**src/hdl/poled_pkg.sv**
```systemverilog
/*
  Shared constants, register map and carrier types of the port owner LED driver.
  Assumes a single 20 MHz core clock and a classic Wishbone register bus.
*/
package poled_pkg;

  localparam int NUM_PORTS = 4;

  // Timing
  localparam int CLK_PERIOD_NS = 50;
  localparam int CLK_HZ = 20_000_000;
  localparam int TOGGLE_HZ = 1000;
  localparam int TOGGLE_HALF_CYC = CLK_HZ / (2 * TOGGLE_HZ);
  localparam int STRAP_DELAY_NS = 1500;
  localparam int STRAP_DELAY_CYC = (STRAP_DELAY_NS + CLK_PERIOD_NS - 1) / CLK_PERIOD_NS;

  // Register byte addresses
  localparam logic [7:0] REG_CTRL_OFS = 8'h00;
  localparam logic [7:0] REG_STAT_OFS = 8'h04;
  localparam logic [7:0] REG_PINS_OFS = 8'h08;

  // Control register layout and reset values
  localparam int CTRL_MODE_LSB = 0;
  localparam int CTRL_INTDEF_BIT = 2;
  localparam int CTRL_POL_LSB = 8;
  localparam logic [1:0] CTRL_MODE_RST = 2'h0;
  localparam logic CTRL_INTDEF_RST = 1'b1;
  localparam logic [7:0] CTRL_POL_RST = 8'hff;

  // Status register layout
  localparam int STAT_STRAP_LSB = 0;
  localparam int STAT_RUN_BIT = 4;
  localparam int STAT_SUSP_BIT = 5;
  localparam int STAT_POL_LSB = 8;

  // Built-in polarity of the B pins, which have no strap
  localparam logic DEF_B_ACT_LOW = 1'b1;

  typedef enum logic [1:0] {
    MODE_USB = 2'h0,
    MODE_OWNER = 2'h1,
    MODE_SPEED = 2'h2
  } poled_mode_type;

  typedef enum logic [1:0] {
    OWN_NONE = 2'h0,
    OWN_A = 2'h1,
    OWN_B = 2'h2
  } poled_owner_type;

  typedef enum logic [1:0] {
    ST_WAIT = 2'b01,
    ST_RUN = 2'b10
  } poled_state_type;

  typedef struct packed {
    logic enabled;
    poled_owner_type owner;
    logic attached;
    logic high_speed;
    logic green;
    logic amber;
  } poled_port_type;

  typedef struct packed {
    logic val;
    logic oe_n;
  } poled_pin_type;

endpackage

```
**src/hdl/poled_sync.sv**
```systemverilog
/*
  Three-stage synchroniser for a group of pin inputs with agreement filter.
  Assumes asynchronous pin levels and the single core clock.
*/
`timescale 1ns/1ps
module poled_sync
  import poled_pkg::*;
#(
  parameter int WIDTH = NUM_PORTS
) (
  input wire logic i_clk,
  input wire logic i_nrst,
  input wire logic [WIDTH-1:0] i_async,
  output logic [WIDTH-1:0] o_stable
);

  logic [WIDTH-1:0] s1_r;
  logic [WIDTH-1:0] s2_r;
  logic [WIDTH-1:0] s3_r;
  logic [WIDTH-1:0] stable_r;

  always_ff @(posedge i_clk) begin
    if (!i_nrst) begin
      s1_r <= '0;
      s2_r <= '0;
      s3_r <= '0;
    end else begin
      s1_r <= i_async;
      s2_r <= s1_r;
      s3_r <= s2_r;
    end
  end

  // A bit moves only once the second and third stages agree
  generate
    for (genvar g = 0; g < WIDTH; g++) begin : g_bit
      always_ff @(posedge i_clk) begin
        if (!i_nrst) begin
          stable_r[g] <= 1'b0;
        end else if (s2_r[g] == s3_r[g]) begin
          stable_r[g] <= s3_r[g];
        end
      end
    end
  endgenerate

  assign o_stable = stable_r;

endmodule // poled_sync

```
**src/hdl/poled_tick.sv**
```systemverilog
/*
  Free-running divider producing the indicator toggle square wave.
  Assumes the core clock runs continuously.
*/
`timescale 1ns/1ps
module poled_tick
  import poled_pkg::*;
#(
  parameter int HALF_CYC = TOGGLE_HALF_CYC
) (
  input wire logic i_clk,
  input wire logic i_nrst,
  output logic o_wave
);

  localparam int CNT_W = (HALF_CYC > 1) ? $clog2(HALF_CYC) : 1;

  logic [CNT_W-1:0] cnt_r;
  logic wave_r;

  // Equal high and low halves keep the mixed colour even
  always_ff @(posedge i_clk) begin
    if (!i_nrst) begin
      cnt_r <= '0;
      wave_r <= 1'b0;
    end else if (cnt_r == CNT_W'(HALF_CYC - 1)) begin
      cnt_r <= '0;
      wave_r <= ~wave_r;
    end else begin
      cnt_r <= cnt_r + CNT_W'(1);
    end
  end

  assign o_wave = wave_r;

endmodule // poled_tick

```
**src/hdl/poled_top.sv**
```systemverilog
/*
  Indicator pin driver for a four-port, two-host switching hub: three display
  modes, strap sampling of the A pins after reset and a Wishbone register file.
  Assumes port status comes from hub logic on the same clock and that the
  board resolves each pin from value and active-low output enable.
*/
`timescale 1ns/1ps
module poled_top
  import poled_pkg::*;
#(
  parameter int P_TOGGLE_HALF_CYC = TOGGLE_HALF_CYC,
  parameter int P_STRAP_DELAY_CYC = STRAP_DELAY_CYC
) (
  input wire logic i_clk,
  input wire logic i_nrst,
  // Wishbone slave
  input wire logic i_wb_cyc,
  input wire logic i_wb_stb,
  input wire logic i_wb_we,
  input wire logic [7:0] i_wb_adr,
  input wire logic [31:0] i_wb_dat,
  input wire logic [3:0] i_wb_sel,
  output logic [31:0] o_wb_dat,
  output logic o_wb_ack,
  // Hub state
  input wire poled_port_type [NUM_PORTS-1:0] i_port_stat,
  input wire logic i_hub_suspend,
  // Indicator pins
  input wire logic [NUM_PORTS-1:0] i_host_a_indicator_pins,
  output logic [NUM_PORTS-1:0] o_host_a_indicator_pins,
  output logic [NUM_PORTS-1:0] o_host_a_indicator_pins_oe_n,
  output logic [NUM_PORTS-1:0] o_host_b_indicator_pins,
  output logic [NUM_PORTS-1:0] o_host_b_indicator_pins_oe_n
);

  localparam int SCNT_W = (P_STRAP_DELAY_CYC > 1) ? $clog2(P_STRAP_DELAY_CYC + 1) : 1;

  ////////////////////////////////////////////////////////////////////////////
  // Declarations

  poled_state_type state_r;
  logic [SCNT_W-1:0] scnt_r;
  logic [NUM_PORTS-1:0] strap_r;
  logic [NUM_PORTS-1:0] a_pin_stable;
  logic wave;

  poled_mode_type mode_r;
  logic intdef_r;
  logic [7:0] pol_r;

  logic [NUM_PORTS-1:0] a_act_low;
  logic [NUM_PORTS-1:0] b_act_low;

  poled_pin_type [NUM_PORTS-1:0] a_pin_r;
  poled_pin_type [NUM_PORTS-1:0] b_pin_r;
  poled_pin_type [NUM_PORTS-1:0] a_pin_nxt;
  poled_pin_type [NUM_PORTS-1:0] b_pin_nxt;

  logic wb_req;
  logic wb_wr;
  logic ack_r;
  logic [31:0] rdat_r;
  logic [31:0] rdat_nxt;
  logic [31:0] stat_word;
  logic [31:0] pins_word;

  ////////////////////////////////////////////////////////////////////////////
  // Strap capture and toggle source

  poled_sync #(
    .WIDTH(NUM_PORTS)
  ) u_strap_sync (
    .i_clk(i_clk),
    .i_nrst(i_nrst),
    .i_async(i_host_a_indicator_pins),
    .o_stable(a_pin_stable)
  );

  poled_tick #(
    .HALF_CYC(P_TOGGLE_HALF_CYC)
  ) u_tick (
    .i_clk(i_clk),
    .i_nrst(i_nrst),
    .o_wave(wave)
  );

  // Pins stay undriven until the straps are in, so the pads read the
  // board resistors and not our own drive.
  always_ff @(posedge i_clk) begin
    if (!i_nrst) begin
      state_r <= ST_WAIT;
      scnt_r <= '0;
    end else begin
      unique case (state_r)
        ST_WAIT: begin
          if (scnt_r == SCNT_W'(P_STRAP_DELAY_CYC)) begin
            state_r <= ST_RUN;
          end else begin
            scnt_r <= scnt_r + SCNT_W'(1);
          end
        end
        ST_RUN: begin
          state_r <= ST_RUN;
        end
        default: begin
          state_r <= ST_WAIT;
        end
      endcase
    end
  end

  always_ff @(posedge i_clk) begin
    if (!i_nrst) begin
      strap_r <= '0;
    end else if (state_r == ST_WAIT && scnt_r == SCNT_W'(P_STRAP_DELAY_CYC)) begin
      strap_r <= a_pin_stable;
    end
  end

  // Strap high means active low, strap low means active high. Outside the
  // internal-default mode software sets polarity through the control word.
  always_comb begin
    if (intdef_r) begin
      a_act_low = strap_r;
      b_act_low = {NUM_PORTS{DEF_B_ACT_LOW}};
    end else begin
      a_act_low = pol_r[NUM_PORTS-1:0];
      b_act_low = pol_r[2*NUM_PORTS-1:NUM_PORTS];
    end
  end

  ////////////////////////////////////////////////////////////////////////////
  // Per-port drive

  generate
    for (genvar p = 0; p < NUM_PORTS; p++) begin : g_port
      poled_port_type st;
      logic owned;
      logic on_a;
      logic on_b;
      poled_pin_type spd;

      assign st = i_port_stat[p];
      // Host connection state is never looked at, so ownership stays lit
      // through suspend and with the owning host gone.
      assign owned = st.enabled && (st.owner != OWN_NONE);
      assign on_a = owned && (st.owner == OWN_A);
      assign on_b = owned && (st.owner == OWN_B);

      // Speed level follows the enumerated speed even in suspend; only the
      // empty-port toggle gives way to the hub suspend.
      always_comb begin
        spd = '{val: 1'b0, oe_n: 1'b1};
        if (st.attached) begin
          spd = '{val: st.high_speed, oe_n: 1'b0};
        end else if (!i_hub_suspend) begin
          spd = '{val: wave, oe_n: 1'b0};
        end else begin
          spd = '{val: 1'b0, oe_n: 1'b1};
        end
      end

      always_comb begin
        a_pin_nxt[p] = '{val: 1'b0, oe_n: 1'b1};
        b_pin_nxt[p] = '{val: 1'b0, oe_n: 1'b1};
        unique case (mode_r)
          MODE_USB: begin
            // Ownership is not visible here
            a_pin_nxt[p] = '{val: st.green ^ a_act_low[p], oe_n: 1'b0};
            b_pin_nxt[p] = '{val: st.amber ^ b_act_low[p], oe_n: 1'b0};
          end
          MODE_OWNER: begin
            a_pin_nxt[p] = '{val: on_a ^ a_act_low[p], oe_n: 1'b0};
            b_pin_nxt[p] = '{val: on_b ^ b_act_low[p], oe_n: 1'b0};
          end
          MODE_SPEED: begin
            // Dual-colour LEDs: raw level, polarity does not apply
            if (on_a) begin
              a_pin_nxt[p] = spd;
            end
            if (on_b) begin
              b_pin_nxt[p] = spd;
            end
          end
          default: begin
            a_pin_nxt[p] = '{val: 1'b0, oe_n: 1'b1};
            b_pin_nxt[p] = '{val: 1'b0, oe_n: 1'b1};
          end
        endcase
      end

      always_ff @(posedge i_clk) begin
        if (!i_nrst || state_r != ST_RUN) begin
          a_pin_r[p] <= '{val: 1'b0, oe_n: 1'b1};
          b_pin_r[p] <= '{val: 1'b0, oe_n: 1'b1};
        end else begin
          a_pin_r[p] <= a_pin_nxt[p];
          b_pin_r[p] <= b_pin_nxt[p];
        end
      end

      assign o_host_a_indicator_pins[p] = a_pin_r[p].val;
      assign o_host_a_indicator_pins_oe_n[p] = a_pin_r[p].oe_n;
      assign o_host_b_indicator_pins[p] = b_pin_r[p].val;
      assign o_host_b_indicator_pins_oe_n[p] = b_pin_r[p].oe_n;

      assign pins_word[4*p +: 4] = {b_pin_r[p].oe_n, b_pin_r[p].val,
                                    a_pin_r[p].oe_n, a_pin_r[p].val};
    end
  endgenerate

  assign pins_word[31:4*NUM_PORTS] = '0;

  ////////////////////////////////////////////////////////////////////////////
  // Wishbone slave

  assign wb_req = i_wb_cyc && i_wb_stb && !ack_r;
  assign wb_wr = wb_req && i_wb_we;

  // Single wait state: ack one edge after the request, dropped the next
  always_ff @(posedge i_clk) begin
    if (!i_nrst) begin
      ack_r <= 1'b0;
    end else begin
      ack_r <= wb_req;
    end
  end

  // The reserved code is refused, so the mode is always one of three
  always_ff @(posedge i_clk) begin
    if (!i_nrst) begin
      mode_r <= poled_mode_type'(CTRL_MODE_RST);
      intdef_r <= CTRL_INTDEF_RST;
    end else if (wb_wr && i_wb_adr == REG_CTRL_OFS && i_wb_sel[0]) begin
      intdef_r <= i_wb_dat[CTRL_INTDEF_BIT];
      if (i_wb_dat[CTRL_MODE_LSB +: 2] != 2'h3) begin
        mode_r <= poled_mode_type'(i_wb_dat[CTRL_MODE_LSB +: 2]);
      end
    end
  end

  always_ff @(posedge i_clk) begin
    if (!i_nrst) begin
      pol_r <= CTRL_POL_RST;
    end else if (wb_wr && i_wb_adr == REG_CTRL_OFS && i_wb_sel[1]) begin
      pol_r <= i_wb_dat[CTRL_POL_LSB +: 8];
    end
  end

  always_comb begin
    stat_word = '0;
    stat_word[STAT_STRAP_LSB +: NUM_PORTS] = strap_r;
    stat_word[STAT_RUN_BIT] = (state_r == ST_RUN);
    stat_word[STAT_SUSP_BIT] = i_hub_suspend;
    stat_word[STAT_POL_LSB +: 2*NUM_PORTS] = {b_act_low, a_act_low};
  end

  // Unmapped addresses read zero and ignore writes
  always_comb begin
    rdat_nxt = '0;
    unique case (i_wb_adr)
      REG_CTRL_OFS: begin
        rdat_nxt[CTRL_MODE_LSB +: 2] = mode_r;
        rdat_nxt[CTRL_INTDEF_BIT] = intdef_r;
        rdat_nxt[CTRL_POL_LSB +: 8] = pol_r;
      end
      REG_STAT_OFS: begin
        rdat_nxt = stat_word;
      end
      REG_PINS_OFS: begin
        rdat_nxt = pins_word;
      end
      default: begin
        rdat_nxt = '0;
      end
    endcase
  end

  always_ff @(posedge i_clk) begin
    if (!i_nrst) begin
      rdat_r <= '0;
    end else if (wb_req && !i_wb_we) begin
      rdat_r <= rdat_nxt;
    end else begin
      rdat_r <= '0;
    end
  end

  assign o_wb_ack = ack_r;
  assign o_wb_dat = rdat_r;

endmodule // poled_top

```
**config.mk**
```make
export PLATFORM = sky130hd
export DESIGN_NAME = poled_top
export DESIGN_NICKNAME = d
export VERILOG_FILES = /design/src/hdl/poled_pkg.sv /design/src/hdl/poled_sync.sv /design/src/hdl/poled_tick.sv /design/src/hdl/poled_top.sv
export SDC_FILE = /design/constraint.sdc
export NUM_CORES = 1
export LEC_CHECK = 0
export BUFFER_PORTS_ARGS = -buffer_cell sky130_fd_sc_hd__buf_2
export CAP_MARGIN = 20
export CELL_PAD_IN_SITES_DETAIL_PLACEMENT = 0
export CELL_PAD_IN_SITES_GLOBAL_PLACEMENT = 1
export CORE_UTILIZATION = 39
export DETAILED_ROUTE_END_ITERATION = 7
export MAX_ROUTING_LAYER = met4
export PLACE_DENSITY = 0.82
export SLEW_MARGIN = 10
export SYNTH_ARGS = -nofsm -noshare
export SYNTH_HDL_FRONTEND = slang
export SYNTH_SLANG_ARGS = --single-unit
```
**constraint.sdc**
```tcl
create_clock -name i_clk -period 4.9 [get_ports i_clk]
set_clock_uncertainty 0.2 [all_clocks]
set_input_delay 0.735 -clock i_clk [delete_from_list [all_inputs] [get_ports i_clk]]
set_output_delay 0.735 -clock i_clk [all_outputs]
set_load 0.01 [all_outputs]
```
==> metrics.md, run 1 <==
| Metric | Value |
|---|---|
| Status | finished, final reports clean |
| Ports | 131 |
| Layout cells sized above 1 | roughly 22% |
| Synth area leader | dfxtp_1 |
| Number of diodes | 0 |
| Avg WL per Cell | roughly 13 µm |
| Tmin final | between 2 and 2.5 ns |
| Class of the worst hold path | reg -> reg |
| CP Data Arrival Time | about 2.5 ns |
| GP Congestion | about 0.83 |
| Drt drc | 0 |
| Area of the multi-input gates | 1920 µm² |
| Global Route Usage Sum | between 10% and 20% |
| Largest net degree at the start of global routing | 45 |
| IO Port Bufs | 91 |
| Clock root buffer master | clkbuf_8 |
| Main synth FF type | dfxtp_1 |
| Final Slew Violations | 0 |
| Area grow syn2layout | 17.5% |
| Remaining Overflow, GRT | 0 |
| Placed cell count | around 630 |
| Area contributors post-synth | dfxtp_1 45%, xnor2_1 4.1%, nor2_1 3.9%, and2_1 3.6%, nand2_1 3.5% |
| Commonest non-fill, non-tap cells in the layout | 91 x buf_2, 86 x dfxtp_1, 40 x nor2_1 |
| ANT nets after route | 0 |
| Initial Util | 40.7% |
| Clk buf depth | 2 |
| Max IR drop VDD | between 150 and 200 µV |
| Overall routed net length | ~8500 µm |
| CTS Sinks | between 80 and 90 |
| Vias/cell | roughly 4.9 |
| Vias in the first global route | 2,912 |
| Post-synth cell types | 48 |
| DR pass1 iterations | 4 |
| First-pass GRT wire length | around 14,000 µm |
| Critical Path End Type | flop |
| H-tree Lvls | 3 |
| Die area | a little over 10,000 µm² |
| WHS Endpoint | u_strap_sync.s2_r[2] |
| Post-DP HPWL | roughly 6500 µm |
| Hold wc startpoint | u_strap_sync.s1_r[2] |
| R2R setup slack | 2.85 ns |
| Synthesized area | approximately 3800 µm² |
| Hold depth | 1 |
| Core Footprint | 9370 µm² |
| Fmax | between 400 and 500 MHz |
| Asr flop ratio synth | 0% |
| DIE HEIGHT | between 100 and 150 µm |
| CTS tree | done |
| Fin crit share | between 40% and 50% |
| Max FO, Critical Path | 44 |
| Leakage | roughly 1.9 nW |
| Skew-Pair Late Insertion Delay | ~0.35 ns |
| Worst hold margin | roughly 0.24 ns |
| Synth top area share | 45.1% |
| Clock Pin Slew Worst Setup and Hold Paths | 0.08 ns |
| FF-to-FF Start | u_tick.cnt_r[0] |
| Seq cells post-synth | 86 |
| Worst r2r dst | u_tick.o_wave |
| CTS buffer count | 9 |
| Post-synth EDFFs | 0 |
| Max_slew headroom | between 40% and 50% |
| Via count | between 3,000 and 4,000 |
| Register Area | 1720 µm² |
| DIE WIDTH | between 100 and 150 µm |
| WP data required | 5.00 ns |
| Floorplan row count | 35 |
| Worst setup SP type | input pin |
| Postcts setup bufs | 0 |
| Max-cap viol count | 0 |
| Fillers | between 900 and 1,000 |
| RSZ-0062 raised after global routing | no |
| Syn Inst Count | approximately 430 |
| Number of synthesis warnings | 0 |
| Final Util | 47.8% |
| Cells on worst reg2reg path | 5 |
| Sequential area share after synthesis | between 40 and 50% |
| Most common cell after layout, fill and taps aside | buf_2 |
| Initial antenna violation count | 0 |
| Setup-failing EPs final | 0 |
| Starting DRT DRC Count | ~110 |
| Worst slew pin tran | around 0.78 ns |
| CTS hold repair buffers | 0 |
| Syn Area/Cell | roughly 9 µm² |
| Post-Route Setup TNS | 0 ns |
| Cts repair resizes | 0 |
| Critical path type | in -> reg |
| Total power | between 0.001 and 0.0015 W |
| Fin nets | around 600 |
| Final Hold Fails | 0 |
| Post-Layout Cell Count | about 640 |
| Pwr Density | approximately 290 nW/µm² |
-- state kept, by name, indices dropped and copies added (netlist names) --
| register | count |
|---|---|
| intdef_r | 1 |
| mode_r | 2 |
| o_host_a_indicator_pins | 4 |
| o_host_a_indicator_pins_oe_n | 4 |
| o_host_b_indicator_pins | 4 |
| o_host_b_indicator_pins_oe_n | 4 |
| o_wb_ack | 1 |
| o_wb_dat | 16 |
| pol_r | 8 |
| scnt_r | 5 |
| state_r | 2 |
| strap_r | 4 |
| u_strap_sync.o_stable | 4 |
| u_strap_sync.s1_r | 4 |
| u_strap_sync.s2_r | 4 |
| u_strap_sync.s3_r | 4 |
| u_tick.cnt_r | 14 |
| u_tick.o_wave | 1 |
-- layout make-up --
cell class,count,share of cell area (%)
Clock inverter,4,1.09
Multi-Input combinational cell,315,42.9
Clock buffer,10,3.07
Sequential cell,86,38.4
Inverter,7,0.586
Tap cell,129,3.60
Timing Repair Buffer,92,10.3
-- worst max path at each step --
| stage | start | end | slack, ns | cells past startpoint |
|---|---|---|---|---|
| after floorplan | i_wb_adr[7] | o_wb_dat[15] | 2.70 | 6 |
| after global placement | i_nrst | o_host_b_indicator_pins[2] | 2.14 | 5 |
| after detailed placement | i_nrst | o_wb_dat[13] | 2.11 | 5 |
| after CTS | i_nrst | o_wb_dat[13] | 2.49 | 5 |
| after global routing | i_nrst | o_host_b_indicator_pins[2] | 2.24 | 5 |
| final | i_nrst | o_host_b_indicator_pins[2] | 2.46 | 5 |
-- kinds of logic after synthesis --
group,after synthesis,share of synthesized area [%]
buffers and inverters,42,5.94
XOR/XNOR,30,6.89
AND/OR/NAND/NOR,182,25.7
flip-flops,86,45.1
AO/OA/AOI/OAI,71,11.7
adder cells (fa/ha/maj),5,1.64
multiplexers,11,2.89
other,1,0.0983
-- power breakdown --
group	internal, W	total [W]	leakage, nW	switching [W]
clock	0.000243	0.000483	0.0980	0.000240
combinational	0.0000437	0.0000963	1.07	0.0000526
sequential	0.000710	0.000718	0.697	0.00000807
total	0.000997	0.00130	1.87	0.000301
-- stage by stage --
step	worst slack, ns	cell area, µm²
final	2.46	4480
after global routing	2.24	4480
after CTS	2.49	4480
after detailed placement	2.11	4300
after global placement	2.14	4290
after floorplan	2.70	3870
-- critical path: stages --
cell and delay [ns]:
buf_2 0.51, nand2_1 0.32, nor3b_1 0.66, a21oi_1 0.19, nand2_1 0.10
-- metal layers --
layer / part of all wire [%] / routed length (µm) / up-vias / GRT usage (%)
li1: - / - / 1610 / -
met1: 46 / 3950 / 1435 / 21.9
met2: 48 / 4120 / 82 / 30.5
met3: 4.9 / 421 / 6 / 4.23
met4: 0.68 / 58 / 0 / 4.68
met5: 0 / 0 / - / -
-- cell usage after synthesis (11+ instances only) --
| cell | number |
|---|---|
| buf_4 | 16 |
| clkbuf_1 | 15 |
| o21ai_0 | 23 |
| nor2b_1 | 11 |
| xnor2_1 | 18 |
| dfxtp_1 | 86 |
| nand3_1 | 15 |
| nor2_1 | 40 |
| mux2i_1 | 11 |
| and2_1 | 22 |
| nand4_1 | 16 |
| xor2_1 | 12 |
| a21oi_1 | 18 |
| nand2_1 | 36 |
Note: power is estimated with default switching activity, not from simulation.
==> inputs of run 2 (changes only) <==
--- a/config.mk
+++ b/config.mk
@@ -5,14 +5,15 @@
 export SDC_FILE = /design/constraint.sdc
 export NUM_CORES = 1
 export LEC_CHECK = 0
+export ABC_AREA = 1
 export BUFFER_PORTS_ARGS = -buffer_cell sky130_fd_sc_hd__buf_2
 export CAP_MARGIN = 20
 export CELL_PAD_IN_SITES_DETAIL_PLACEMENT = 0
 export CELL_PAD_IN_SITES_GLOBAL_PLACEMENT = 1
-export CORE_UTILIZATION = 39
+export CORE_UTILIZATION = 35
 export DETAILED_ROUTE_END_ITERATION = 7
 export MAX_ROUTING_LAYER = met4
-export PLACE_DENSITY = 0.82
+export PLACE_DENSITY = 0.78
 export SLEW_MARGIN = 10
 export SYNTH_ARGS = -nofsm -noshare
 export SYNTH_HDL_FRONTEND = slang
==> constraint.sdc (replaced) <==
create_clock -name i_clk -period 2.4 [get_ports i_clk]
set_clock_uncertainty 0.2 [all_clocks]
set_input_delay 0.36 -clock i_clk [delete_from_list [all_inputs] [get_ports i_clk]]
set_output_delay 0.36 -clock i_clk [all_outputs]
set_load 0.01 [all_outputs]
==> run 2 against run 1 <==
Net effect: global-route usage is 0.42 points lower; worst hold slack lost 0.23 ns; setup slack got worse by 2.0 ns; clock power rose to 2.9 times the previous value.
==> metrics.md, run 2 <==
| Metric | Value |
|---|---|
| Status | finished, final reports clean |
| Vias/cell | 4.64 |
| Number of flip-flops in the largest register | 16 |
| Remaining Overflow, GRT | 0 |
| Synthesized area | 4070 µm² |
| WL met3 | between 500 and 600 µm |
| Post-synth EDFFs | 0 |
| DIE WIDTH | 110 µm |
| Via count | between 3,000 and 4,000 |
| Hold wc startpoint | i_host_a_indicator_pins[0] |
| Seq cells post-synth | 86 |
| CP Cell Sequence | ha_1, nand2_1, nor2_4, inv_2, nor2_1, nand2_1, nand2_2, a21oi_1 |
| Critical path type | reg -> reg |
| Worst hold margin | between 0.008 and 0.009 ns |
| Pwr Density | a little under 700 nW/µm² |
| DIE HEIGHT | around 110 µm |
| Tmin final | approximately 1.9 ns |
| Cts repair resizes | 0 |
| Global Route Usage Sum | ~18% |
| Starting DRT DRC Count | about 180 |
| Setup-failing EPs final | 0 |
| Asr flop ratio synth | 0% |
| IO Port Bufs | a little over 90 |
| Fmax | between 500 and 600 MHz |
| Top layer in use | met4 |
| Overall routed net length | 10,100 µm |
| Worst setup SP type | flop |
| Class of the worst hold path | in -> reg |
| Post-Layout Cell Count | 836 |
| CP Data Arrival Time | ~1.9 ns |
| Area contributors post-synth | dfxtp_1 42%, nand2_1 14%, nand3_1 7.5%, nor2_1 7.5%, inv_1 7.2% |
| Layout cells sized above 1 | between 10% and 20% |
| Cells on worst reg2reg path | 8 |
| Area grow syn2layout | 21.2% |
| Initial antenna violation count | 0 |
| Leakage | around 2.4 nW |
| R2R setup slack | 0.48 ns |
| ANT nets after route | 0 |
| First-pass GRT wire length | 15,900 µm |
| Worst slew pin tran | between 0.6 and 0.7 ns |
| Dominant cell by count in the synthesized netlist | nand2_1 |
| Worst r2r dst | u_tick.cnt_r[12] |
| Core Footprint | 11,100 µm² |
| Commonest cells post-synth | 149 x nand2_1, 86 x dfxtp_1, 81 x nor2_1 |
| Floorplan row count | 38 |
| Register Area | 1720 µm² |
| Avg WL per Cell | about 12 µm |
| H-tree Lvls | 3 |
| CP max stage delay | about 0.42 ns |
| Post-synth cell types | 30 |
| Wl on met1 | 4960 µm |
| Main synth FF type | dfxtp_1 |
| Total power | between 0.003 and 0.004 W |
| Max-cap viol count | 0 |
| Met2 wire len | 4310 µm |
| Crit path max-delay cell type | dfxtp_1 |
| Drt drc | 0 |
| Post-Route Setup TNS | 0 ns |
| GP Congestion | 0.856 |
| Synth top area share | between 40% and 50% |
| Syn Inst Count | approximately 600 |
| Clock Pin Slew Worst Setup and Hold Paths | about 0.060 ns |
| CTS Sinks | 86 |
| Initial Util | a little under two fifths |
| Skew-Pair Late Insertion Delay | around 0.33 ns |
| Fin crit share | between 70% and 80% |
| RSZ-0062 raised after global routing | no |
| Largest net degree at the start of global routing | 38 |
| Clk buf depth | 2 |
| Max_slew headroom | about 60% |
| Max IR drop VDD | around 330 µV |
| CTS buffer count | 9 |
| Area of the multi-input gates | roughly 1900 µm² |
| Final Hold Fails | 0 |
| Placed cell count | about 820 |
| End of the critical path | u_tick.cnt_r[12] |
| Fillers | between 1,000 and 1,500 |
| CTS tree | done |
| Post-DP HPWL | about 7600 µm |
| Ports | about 130 |
| Most common cell after layout, fill and taps aside | nand2_1 |
| Max FO, Critical Path | 13 |
| Number of diodes | 0 |
| Placed Area | approximately 4600 µm² |
| FF-to-FF Start | u_tick.cnt_r[0] |
| Worst path most repeated cell | nand2_1 |
| Synth area leader | dfxtp_1 |
| Critical path startpoint | u_tick.cnt_r[0] |
| Vias in the first global route | approximately 3,400 |
| Postcts setup bufs | 0 |
| Clock root buffer master | clkbuf_16 |
| Die area | approximately 12,000 µm² |
| WP data required | about 2.4 ns |
| Design area | 4930 µm² |
| Critical Path End Type | flop |
| Commonest non-fill, non-tap cells in the layout | 149 x nand2_1, 91 x buf_2, 86 x dfxtp_1 |
| Number of synthesis warnings | 0 |
| Sequential area share after synthesis | 42.3% |
| DR pass1 iterations | 5 |
| Syn Area/Cell | 6.82 µm² |
| Final Slew Violations | 0 |
| Fin nets | 778 |
## run 2: cell count changes in the layout (fill, tap and decap cells not counted), moves of 21 or more
cell / delta
nand3_1: +46
nand2_1: +113
nor2_1: +41
and2_1: -21
inv_1: +71
## run 2: critical path, delay by kind of cell, from the launching register on
kind / cells / cell delay, ns
adders and majority gates: 1 / 0.20
and+or+nand+nor: 5 / 0.83
AOI/OAI and AO/OA: 1 / 0.07
DFF: 1 / 0.42
buffers and inverters: 1 / 0.07
## run 2: logic make-up (layout without fill, tap and decap cells)
family | Yosys count | count (layout) | share of synthesized area [%]
AO/OA/AOI/OAI | 62 | 62 | 7.94
XOR/XNOR | 5 | 5 | 1.08
other | 1 | 16 | 0.0922
buffers and inverters | 111 | 196 | 12.2
AND/OR/NAND/NOR | 326 | 326 | 34.9
adder cells (fa/ha/maj) | 5 | 5 | 1.54
flip-flops | 86 | 86 | 42.3
## run 2: cell type report
cell class	count	area share (%)
clock buffers	10	4.85
multi-input cells	414	38.7
flip-flops and latches	86	34.9
clock inverters	6	1.40
inverters	82	6.24
repair buffers	98	10.4
well taps	140	3.55
## run 2: through the flow
stage | util, % | worst slack (ns)
floorplan | - | 0.757
global placement | 41.6 | 0.487
detailed placement | 41.6 | 0.486
CTS | 44.5 | 0.474
global route | 44.5 | 0.274
finish | 44.5 | 0.481
## run 2: what timing repair did
action / CTS / global route
hold buffers: 1 / 0
endpoints found under the setup margin: 0 / 0
hold endpoints to repair: 1 / 0
## run 2: worst min path at each step
stage / slack (ns) / endpoint / depth (start not counted)
finish: 0.008 / u_strap_sync.s1_r[0] / 3
global route: 0.002 / u_strap_sync.s1_r[0] / 3
CTS: 0.0002 / u_strap_sync.s1_r[0] / 3
detailed placement: 0.20 / u_strap_sync.s2_r[3] / 2
global placement: 0.19 / u_strap_sync.s2_r[3] / 2
floorplan: 0.19 / u_strap_sync.s2_r[0] / 2
## run 2: where the power goes
group / internal [W] / switching [W]
Combinational: 0.000138 / 0.000228
Sequential: 0.00150 / 0.0000441
Clock: 0.000840 / 0.000575
Total: 0.00247 / 0.000847
## run 2: routing by layer
metal / global-route usage, % / vias up
li1: - / 2029
met1: 23.7 / 1716
met2: 26.6 / 114
met3: 2.37 / 18
met4: 8.00 / 0
met5: - / -
